## config.mk

```make
export PLATFORM = sky130hd
export DESIGN_NAME = wsc_top
export DESIGN_NICKNAME = d
export VERILOG_FILES = /design/src/wsc_pkg.sv /design/src/wsc_cal.sv /design/src/wsc_top.sv
export SDC_FILE = /design/constraint.sdc
export NUM_CORES = 1
export LEC_CHECK = 0
export ABC_AREA = 1
export BUFFER_PORTS_ARGS = -buffer_cell sky130_fd_sc_hd__clkbuf_2
export CAP_MARGIN = 20
export CORE_MARGIN = 2
export CORE_UTILIZATION = 35
export CTS_CLUSTER_SIZE = 28
export DETAILED_ROUTE_END_ITERATION = 16
export GPL_ROUTABILITY_DRIVEN = 0
export PLACE_DENSITY = 0.51
export SLEW_MARGIN = 20
export SYNTH_ARGS = -nofsm -noshare
export SYNTH_HDL_FRONTEND = slang
export SYNTH_SLANG_ARGS = --single-unit
```

## constraint.sdc

```tcl
create_clock -name CLK -period 2.4 [get_ports CLK]
set_input_delay 0.24 -clock CLK [delete_from_list [all_inputs] [get_ports CLK]]
set_output_delay 0.24 -clock CLK [all_outputs]
set_load 0.02 [all_outputs]
```

## src/wsc_pkg.sv

```systemverilog
// package: constants for the write strobe control block
package wsc_pkg;
	localparam int          CODE_W          = 6;
	localparam logic [5:0]  CODE_MIN        = 6'h00;
	localparam logic [5:0]  CODE_MAX        = 6'h3F;
	localparam logic [2:0]  TERM_OFF        = 3'h0;
	localparam int          CNT_W           = 6;
	// on/off limits in command clocks, per band and latency set
	localparam logic [5:0]  ON_B0_A         = 6'h00;
	localparam logic [5:0]  ON_B0_B         = 6'h00;
	localparam logic [5:0]  OFF_B0_A        = 6'h0F;
	localparam logic [5:0]  OFF_B0_B        = 6'h0F;
	localparam logic [5:0]  ON_B1_A         = 6'h04;
	localparam logic [5:0]  ON_B1_B         = 6'h0C;
	localparam logic [5:0]  OFF_B1_A        = 6'h18;
	localparam logic [5:0]  OFF_B1_B        = 6'h20;
	localparam logic [5:0]  ON_B2_A         = 6'h08;
	localparam logic [5:0]  ON_B2_B         = 6'h18;
	localparam logic [5:0]  OFF_B2_A        = 6'h24;
	localparam logic [5:0]  OFF_B2_B        = 6'h34;
	localparam logic [1:0]  BAND_266        = 2'h0;
	localparam logic [1:0]  BAND_1066       = 2'h1;
	localparam logic [1:0]  BAND_2133       = 2'h2;
	typedef enum logic [1:0] {
		CAL_IDLE = 2'b00,
		CAL_PD   = 2'b01,
		CAL_PU   = 2'b11,
		CAL_DONE = 2'b10
	} wsc_cal_e;
endpackage

```

## src/wsc_cal.sv

```systemverilog
// module: pull-down then pull-up drive strength calibration
`timescale 1ns/1ns
`default_nettype none
module wsc_cal
	import wsc_pkg::*;
(
	input  wire logic              clk,
	input  wire logic              rst_n,
	input  wire logic              start,
	input  wire logic              cmp_low,
	input  wire logic              cmp_high,
	output logic [CODE_W-1:0]      pd_code,
	output logic [CODE_W-1:0]      pu_code,
	output logic                   busy,
	output logic                   done
);
	wsc_cal_e state;

	// ------------------------------------------------------------
	// sequence
	// ------------------------------------------------------------
	// one step per clock; comparator inputs are already synchronised
	always_ff @(posedge clk or negedge rst_n) begin
		if (!rst_n) begin
			state   <= CAL_IDLE;
			pd_code <= CODE_MIN;
			pu_code <= CODE_MIN;
		end else begin
			case (state)
			CAL_IDLE, CAL_DONE: begin
				if (start) begin
					state   <= CAL_PD;
					pd_code <= CODE_MIN;
					pu_code <= CODE_MIN;
				end
			end
			CAL_PD: begin
				if (cmp_low || pd_code == CODE_MAX)
					state <= CAL_PU;
				else
					pd_code <= pd_code + 6'h01;
			end
			CAL_PU: begin
				if (cmp_high || pu_code == CODE_MAX)
					state <= CAL_DONE;
				else
					pu_code <= pu_code + 6'h01;
			end
			default: state <= CAL_IDLE;
			endcase
		end
	end

	assign busy = (state == CAL_PD) || (state == CAL_PU);
	assign done = (state == CAL_DONE);
endmodule // wsc_cal
`default_nettype wire

```

## src/wsc_top.sv

```systemverilog
// module: device-side write strobe window tracking and termination
`timescale 1ns/1ns
`default_nettype none
module wsc_top
	import wsc_pkg::*;
(
	input  wire logic              CLK,
	input  wire logic              RST_N,
	input  wire logic              CK_IN,
	input  wire logic              CKE,
	input  wire logic              WR_CMD,
	input  wire logic              RD_BUSY,
	input  wire logic              DQS_T,
	input  wire logic              DQS_C,
	input  wire logic              WINDOW_MODE,
	input  wire logic              LAT_SET_B,
	input  wire logic [1:0]        FREQ_BAND,
	input  wire logic [2:0]        TERMINATION_VALUE_FIELD,
	input  wire logic              CAL_START,
	input  wire logic              CMP_LOW,
	input  wire logic              CMP_HIGH,
	output logic                   TERM_EN,
	output logic [2:0]             TERMINATION_RESISTANCE,
	output logic                   STROBE_FAULT,
	output logic                   STROBE_REQUIRED,
	output logic [CODE_W-1:0]      PD_CODE,
	output logic [CODE_W-1:0]      PU_CODE,
	output logic                   CAL_BUSY,
	output logic                   CAL_DONE_O
);
	import wsc_pkg::*;

	// ------------------------------------------------------------
	// synchronisers
	// ------------------------------------------------------------
	logic [7:0] s1;
	logic [7:0] s2;
	always_ff @(posedge CLK or negedge RST_N) begin
		if (!RST_N) begin
			s1 <= 8'h00;
			s2 <= 8'h00;
		end else begin
			s1 <= {CK_IN, CKE, WR_CMD, RD_BUSY, DQS_T, DQS_C,
				CMP_LOW, CMP_HIGH};
			s2 <= s1;
		end
	end
	logic ck_s, cke_s, wr_s, rd_s, dqt_s, dqc_s, cl_s, ch_s;
	assign {ck_s, cke_s, wr_s, rd_s, dqt_s, dqc_s, cl_s, ch_s} = s2;

	logic ck_d;
	logic wr_d;
	always_ff @(posedge CLK or negedge RST_N) begin
		if (!RST_N) begin
			ck_d <= 1'b0;
			wr_d <= 1'b0;
		end else begin
			ck_d <= ck_s;
			wr_d <= wr_s;
		end
	end
	// command clock edges count the windows; no ck edge, no count
	logic ck_rise;
	logic wr_rise;
	assign ck_rise = ck_s & ~ck_d;
	assign wr_rise = wr_s & ~wr_d;

	// ------------------------------------------------------------
	// band limits
	// ------------------------------------------------------------
	function automatic logic [5:0] lim(input logic [1:0] band,
		input logic setb, input logic off);
		logic [5:0] r;
		r = 6'h00;
		case (band)
		BAND_266:  r = off ? (setb ? OFF_B0_B : OFF_B0_A)
			: (setb ? ON_B0_B : ON_B0_A);
		BAND_1066: r = off ? (setb ? OFF_B1_B : OFF_B1_A)
			: (setb ? ON_B1_B : ON_B1_A);
		BAND_2133: r = off ? (setb ? OFF_B2_B : OFF_B2_A)
			: (setb ? ON_B2_B : ON_B2_A);
		default:   r = 6'h00;
		endcase
		return r;
	endfunction

	logic [5:0] on_lim;
	logic [5:0] off_lim;
	assign on_lim  = lim(FREQ_BAND, LAT_SET_B, 1'b0);
	assign off_lim = lim(FREQ_BAND, LAT_SET_B, 1'b1);

	// ------------------------------------------------------------
	// window tracking
	// ------------------------------------------------------------
	// counts ck edges since the last write; a new write restarts it
	logic [CNT_W-1:0] since_wr;
	logic             active;
	always_ff @(posedge CLK or negedge RST_N) begin
		if (!RST_N) begin
			since_wr <= 6'h00;
			active   <= 1'b0;
		end else if (wr_rise) begin
			since_wr <= 6'h00;
			active   <= 1'b1;
		end else if (ck_rise && active) begin
			if (since_wr >= off_lim)
				active <= 1'b0;
			else
				since_wr <= since_wr + 6'h01;
		end
	end

	logic diff;
	logic exempt;
	logic in_window;
	assign diff = dqt_s ^ dqc_s;
	// reads and turnarounds waive checks; CKE low is don't care
	assign exempt = rd_s | ~cke_s;
	// quarter-clock placement slack is absorbed by edge sampling
	assign in_window = active && since_wr >= on_lim;
	// read scheme: outside bursts DQS_c must stand high
	logic need;
	assign need = WINDOW_MODE ? in_window : 1'b1;

	always_ff @(posedge CLK or negedge RST_N) begin
		if (!RST_N) begin
			STROBE_FAULT    <= 1'b0;
			STROBE_REQUIRED <= 1'b0;
		end else begin
			STROBE_REQUIRED <= need & ~exempt;
			if (WINDOW_MODE) begin
				// toggling burst keeps diff true, so it counts
				STROBE_FAULT <= in_window & ~exempt & ~diff;
			end else begin
				STROBE_FAULT <= ~exempt & ~active & ~dqc_s;
			end
		end
	end

	// ------------------------------------------------------------
	// termination
	// ------------------------------------------------------------
	always_ff @(posedge CLK or negedge RST_N) begin
		if (!RST_N) begin
			TERM_EN                <= 1'b0;
			TERMINATION_RESISTANCE <= TERM_OFF;
		end else begin
			TERM_EN <= active &&
				TERMINATION_VALUE_FIELD != TERM_OFF;
			TERMINATION_RESISTANCE <= TERMINATION_VALUE_FIELD;
		end
	end

	// ------------------------------------------------------------
	// calibration
	// ------------------------------------------------------------
	wsc_cal u_cal (
		.clk      (CLK),
		.rst_n    (RST_N),
		.start    (CAL_START),
		.cmp_low  (cl_s),
		.cmp_high (ch_s),
		.pd_code  (PD_CODE),
		.pu_code  (PU_CODE),
		.busy     (CAL_BUSY),
		.done     (CAL_DONE_O)
	);
endmodule // wsc_top
`default_nettype wire

```

==> results of run 1 <==
[critical path: stages]
cell      delay [ps]
clkbuf_2         120
inv_1            100
ha_1             210
inv_1             50
o21ai_0          140
nand2_1           80
ha_1             290
nand2_1           60
nand2_1           50
a21oi_1          150
nand3_1          220
nand2_1          240
nand2_1           80
nand2_1           60
[area by class of cell]
type                       instances  area (um^2)  area share, %
tap                               77         96.3           3.67
clock buffer                       5         68.8           2.62
clock inverter                     3         25.0          0.954
inverter                          37          144           5.48
multi-input combinational        181          971           37.0
timing repair buffer              38          193           7.34
sequential                        45         1130           42.9
[how the worst max path moves through the flow]
stage	startpoint	to	slack (ps)	depth (start not counted)
finish	FREQ_BAND[1]	since_wr[4]	550	14
global route	FREQ_BAND[0]	since_wr[0]	360	14
CTS	FREQ_BAND[1]	since_wr[4]	570	14
detailed placement	FREQ_BAND[1]	since_wr[1]	250	14
global placement	FREQ_BAND[1]	since_wr[4]	330	14
floorplan	FREQ_BAND[1]	since_wr[0]	630	13
[synthesized netlist by cell type, types with 2 or more instances]
cell type	count
a21oi_1	5
dfrtp_1	45
ha_1	19
inv_1	34
inv_2	2
nand2_1	76
nand3_1	20
nand3b_1	2
nor2_1	31
nor2_2	2
nor2_4	2
nor3b_1	3
o21ai_0	6
o21ai_1	4
xor2_1	3
[cell usage in the layout (no fill, tap or decap)]
cell         n
nand2_1     76
dfrtp_1     45
clkbuf_2    37
inv_1       34
nor2_1      31
nand3_1     20
ha_1        19
o21ai_0      6
a21oi_1      5
clkbuf_8     5
o21ai_1      4
xor2_1       3
nor3b_1      3
inv_2        2
nor2_2       2
nor2_4       2
nand3b_1     2
inv_6        2
nor3_1       1
nand4_1      1
o21bai_1     1
o2111ai_1    1
nand2_2      1
or2_0        1
clkinv_4     1
o21ai_2      1
xnor2_1      1
clkinvlp_4   1
buf_4        1
[flip-flops by register name, summed over array words and instances (netlist names)]
register,cells
active,1
s1,8
STROBE_FAULT,1
since_wr,6
ck_d,1
u_cal.state,2
TERMINATION_RESISTANCE,3
wr_d,1
s2,8
TERM_EN,1
u_cal.pu_code,6
STROBE_REQUIRED,1
u_cal.pd_code,6
[power groups by stage]
stage          clock network, mW  registers [mW]  logic [mW]
2_1_floorplan                  0            1.06       0.475
3_3_place_gp                   0            1.04       0.722
3_5_place_dp                   0            1.04       0.728
4_1_cts                    0.521            1.02       0.730
5_1_grt                    0.555            1.05       0.838
6_report                   0.494            1.02       0.713
[routing by layer]
metal	part of all wire, %	GRT usage (%)	vias to the layer above
li1	-	-	920
met1	50	16.4	782
met2	45	21.1	26
met3	3.9	3.36	4
met4	0.89	3.52	0
met5	0	0	-
[metrics by stage]
stage	power, mW	utilization (%)
6_report	2.23	41.8
5_1_grt	2.44	41.8
4_1_cts	2.27	41.8
3_5_place_dp	1.77	40.3
3_3_place_gp	1.76	40.3
2_1_floorplan	1.53	-
[cells by family (layout without fill, tap and decap cells)]
logic type | count (synthesis) | in the layout | synth area share [%]
fa+ha+maj | 19 | 19 | 10.6
xor+xnor | 4 | 4 | 1.56
compound gates | 18 | 18 | 4.46
flops | 45 | 45 | 50.2
buf+inv | 38 | 83 | 6.58
simple gates | 140 | 140 | 26.6
==> results by group, run 1 <==
Outcome
  • Status: complete, no violations

STA
  • # setup viols final: 0
  • Hold Vio Cnt, Final: 0
  • Setup TNS: 0 ps
  • Max Slew Vio Count: 0
  • Slew @ Worst Pin: 567 ps
  • RSZ-0062 raised after global routing: no
  • Setup slack after layout: 552 ps
  • Final min period: 1850 ps
  • Fmax: 0.541 GHz
  • Rel. slew slack: 62.2%
  • Final worst-path cycle share: 77.0%
  • Hold slack: 6.13 ps
  • Clock skew: 9.23 ps

Placed design
  • Placement-stage worst setup slack: 245 ps
  • Port Buf Inserts: 37
  • # placed instances: 378
  • Area after DPL: 2530 um^2
  • HPWL Detailed: 3010 um

Drt
  • Vias post-DR: 1732
  • Drt first-iter violations: 33
  • DRC: 0
  • Mean routed wirelength per cell: 10.5 um
  • Antenna viol nets, final: 0
  • Routed WL: 4060 um
  • First-pass DRT Iterations: 4
  • Vias per Instance: 4.49

Global routing
  • Vias in the first global route: 1644
  • Largest net degree at the start of global routing: 46
  • Initial antenna violation count: 0
  • Total GRT Usage: 12.8%
  • GRT Residual Overflow: 0
  • First-pass GRT wire length: 7290 um

Die
  • Core area: 6280 um^2
  • Chip Width: 84.1 um
  • Initial Util: 35.8%
  • Die Ht: 84.1 um
  • Floorplan row count: 29
  • Die area: 7070 um^2
  • Ports: 38

Finish
  • Diode count: 0
  • Fill cells: 683
  • Share of cells above drive strength 1: 17.8%
  • Non-filler cells in the finished layout: 386
  • Synth-to-Final Area Change: 16.9%
  • # nets final: 345
  • Final Cell Area: 2620 um^2

Power
  • Net switching power: 887 uW
  • PwrDens: 850 nW/um^2
  • Comb power frac: 32.0%
  • Int Power: 1.34 mW
  • Sequential share of power: 45.9%
  • Peak VDD IR: 0.360 mV
  • Clock power frac: 22.2%
  • Leak pwr: 1.40 nW
  • Net Sw Frac: 39.8%

Synthesis
  • Top cell type's share of synthesized area: 50.2%
  • Post-synth top flop: dfrtp_1
  • Syn_area_per_cell: 8.50 um^2
  • Post-synth top area cell: dfrtp_1
  • Post-Syn Nets: 301
  • Sequential area share after synthesis: 50.2%
  • Synth Warn #: 0
  • Yosys reg bits: 45
  • Async SR Flop Fraction: 100%
  • Post-Syn Instances: 264
  • Number of flops mapped to enable cells by yosys: 0
  • Top post-synthesis cells by area: dfrtp_1 50%, nand2_1 13%, ha_1 11%
  • Unique cell type count in the Yosys netlist: 25
  • Cell Area, Synth: 2240 um^2

Critical path
  • Setup crit end kind: register
  • Reg-to-reg slack, setup: 640 ps
  • Reg2reg end: since_wr[4]
  • Top fanout value on the critical path: 7
  • Worst reg2reg path depth: 8
  • Critical path startpoint category: input port
  • CP Data Arrival Time: 2090 ps
  • Worst Path Required: 2640 ps
  • CP Class: input port to register
  • Launching point of the worst reg2reg path: since_wr[5]

Clock network
  • CTS resizes: 0
  • TritonCTS buffer count: 5
  • CTS Buffer Depth: 2
  • H-tree levels: 2
  • Clk_lat worst skew: 300 ps
  • # clock sinks: 45
  • CTS clock-pin slew for the worst setup and hold paths: 100 ps
  • CTS tree: yes
  • Post CTS Setup Buffer Count: 0
  • Root Buffer: clkbuf_8
  • Hold-fix buffers, CTS: 0

Flow run
  • Max-Cap Viols: 0

Min path
  • Hold Path Class: input port to async pin
(Power assumes the default switching activity.)
==> run 2, diff against run 1 <==
--- a/config.mk
+++ b/config.mk
@@ -13,7 +13,7 @@
 export CTS_CLUSTER_SIZE = 28
 export DETAILED_ROUTE_END_ITERATION = 16
 export GPL_ROUTABILITY_DRIVEN = 0
-export PLACE_DENSITY = 0.51
+export PLACE_DENSITY = 0.53
 export SLEW_MARGIN = 20
 export SYNTH_ARGS = -nofsm -noshare
 export SYNTH_HDL_FRONTEND = slang
==> constraint.sdc (replaced) <==
create_clock -name CLK -period 1.69 [get_ports CLK]
set_input_delay 0.169 -clock CLK [delete_from_list [all_inputs] [get_ports CLK]]
set_output_delay 0.169 -clock CLK [all_outputs]
set_load 0.02 [all_outputs]
==> run 2 against run 1 <==
  * Combinational power rose by 78%
  * Clock power rose by 37%
  * Cell count rose by 7.0%
  * Core utilization rose by 4.3 points
  * Global-route usage rose by 0.56 points
  * First-iteration DRC count rose by 33%
  * Power rose by 50%
  * Sequential share of layout area fell by 4.0 points
  * Via count rose by 6.2%
  * Register-to-register slack got worse by 500 ps
  * Cell area rose by 10%
  * Non-clock buffer count rose by 27
  * Critical endpoint is now u_cal.pu_code[3]
==> results by group, run 2 (same netlist as run 1, synthesis figures left out) <==
Outcome
  • Status: complete, no violations

Die
  • Ports: 38 (unchanged)
  • Core area: 6280 um^2 (unchanged)
  • Initial Util: 35.8% (unchanged)
  • Die Ht: 84.1 um (unchanged)
  • Die area: 7070 um^2 (unchanged)
  • Chip Width: 84.1 um (unchanged)
  • Floorplan row count: 29 (unchanged)

Global routing
  • Largest net degree at the start of global routing: 46 (unchanged)
  • GRT Residual Overflow: 0 (unchanged)
  • First-pass GRT wire length: 7700 um (+5.6%)
  • Initial antenna violation count: 0 (unchanged)
  • Total GRT Usage: 13.3% (+0.56 points)
  • Vias in the first global route: 1742 (+6.0%)

Critical path
  • Top fanout value on the critical path: 7 (unchanged)
  • CP Data Arrival Time: 1750 ps (-340 ps)
  • Critical path startpoint category: register
  • CP Class: register to register
  • Worst reg2reg path depth: 8 (unchanged)
  • Worst Path Required: 1890 ps (-750 ps)
  • Setup crit end kind: register

STA
  • # setup viols final: 0 (unchanged)
  • Hold Vio Cnt, Final: 0 (unchanged)
  • Clock skew: 5.97 ps (-3.27 ps)
  • Setup slack after layout: 140 ps (-412 ps)
  • Slew @ Worst Pin: 562 ps (-5.82 ps)
  • Hold slack: 81.8 ps (+75.7 ps)
  • Final min period: 1550 ps
  • Max Slew Vio Count: 0 (unchanged)
  • Fmax: 0.645 GHz
  • Rel. slew slack: 62.6% (+0.39 points)
  • Setup TNS: 0 ps (unchanged)
  • Final worst-path cycle share: 91.7%

Power
  • PwrDens: 1150 nW/um^2 (+35%)
  • Leak pwr: 1.52 nW (+9.1%)
  • Peak VDD IR: 0.483 mV (+34%)
  • Overall Power: 3.34 mW (+50%)

Placed design
  • HPWL Detailed: 3210 um (+6.8%)
  • Port Buf Inserts: 37 (unchanged)
  • Placement-stage worst setup slack: -316 ps (-562 ps)

Flow run
  • Max-Cap Viols: 0 (unchanged)

Drt
  • Routed WL: 4400 um (+8.2%)
  • Vias per Instance: 4.46 (-0.71%)
  • Mean routed wirelength per cell: 10.6 um (+1.2%)
  • Drt first-iter violations: 44 (+33%)
  • Antenna viol nets, final: 0 (unchanged)
  • First-pass DRT Iterations: 4 (unchanged)
  • DRC: 0 (unchanged)
  • Vias post-DR: 1840 (+6.2%)

Clock network
  • CTS clock-pin slew for the worst setup and hold paths: 90 ps (about the same)
  • CTS tree: yes
  • # clock sinks: 45 (unchanged)
  • Clk_lat worst skew: 290 ps (about the same)
  • Root Buffer: clkbuf_8
  • CTS Buffer Depth: 2 (unchanged)
  • TritonCTS buffer count: 5 (unchanged)
  • H-tree levels: 2 (unchanged)

Finish
  • Synth-to-Final Area Change: 29.0%
  • # nets final: 372 (+7.8%)
  • Share of cells above drive strength 1: 22.9% (+5.1 points)
  • Util after Layout: 46.1% (+4.3 points)
  • Largest regs: s1 (8), s2 (8)
  • Most frequent cells in the layout: 75 x nand2_1, 45 x dfrtp_1, 37 x clkbuf_2
  • Diode count: 0 (unchanged)
  • Commonest non-fill, non-tap cell in the layout: nand2_1

Min path
  • Hold Path Class: input port to register
  • WHS Path Cells: 2
==> run 2: cell count changes in the layout (fill, tap and decap cells not counted), moves of 2 or more <==
cell,delta
buf_4,+15
dlygate4sd3_1,+12
ha_1,-2
inv_1,-2
inv_2,+2
==> run 2: critical path: stages, from the launching register on <==
cell and delay [ps]:
dfrtp_1 420, ha_1 210, nand3_1 110, nor2_1 200, nor2_4 80, nor2_4 210, clkinv_4 100, nand2_1 80
o21ai_2 50
==> run 2: metal layers <==
| layer | global-route usage [%] | wire, um | vias to the layer above |
|---|---|---|---|
| met5 | 0 | 0 | - |
| met3 | 2.47 | 144 | 4 |
| met4 | 4.99 | 59 | 0 |
| met1 | 17.7 | 2090 | 839 |
| met2 | 21.6 | 2110 | 31 |
| li1 | - | - | 966 |
==> run 2: cell type report <==
class	instances	area [um^2]
Timing Repair Buffer	65	425
Clock inverter	3	21.3
Clock buffer	5	68.8
Inverter	37	144
Fill cell	650	3380
Tap cell	77	96.3
Sequential cell	45	1130
Multi-Input combinational cell	181	1010
==> run 2: what timing repair did <==
item                                    4_1_cts  5_1_grt
pin swaps                                     0        2
endpoints found under the setup margin        3       11
hold endpoints to repair                     56        0
buffers inserted                              0        0
resized for setup                             1        9
hold buffers                                 12        0
==> run 2: worst paths after layout <==
check                                                 end             start  slack, ps
worst max register to register           u_cal.pu_code[3]  u_cal.pu_code[1]        140
max in group asynchronous       TERMINATION_RESISTANCE[1]             RST_N        820
worst max-delay path                     u_cal.pu_code[3]  u_cal.pu_code[1]        140
worst min register to register                      s2[5]             s1[5]        350
worst min-delay path                      STROBE_REQUIRED       WINDOW_MODE         80
min in group asynchronous                 STROBE_REQUIRED             RST_N        480
==> run 2: power breakdown <==
part | internal, mW | switching (mW)
logic | 0.495 | 0.778
registers | 1.24 | 0.146
clock network | 0.294 | 0.384
total | 2.03 | 1.31
==> run 2: stage by stage <==
stage	area, um^2	cells
finish	2900	413
global route	2900	413
CTS	2860	413
detailed placement	2650	393
global placement	2650	393
floorplan	2250	264
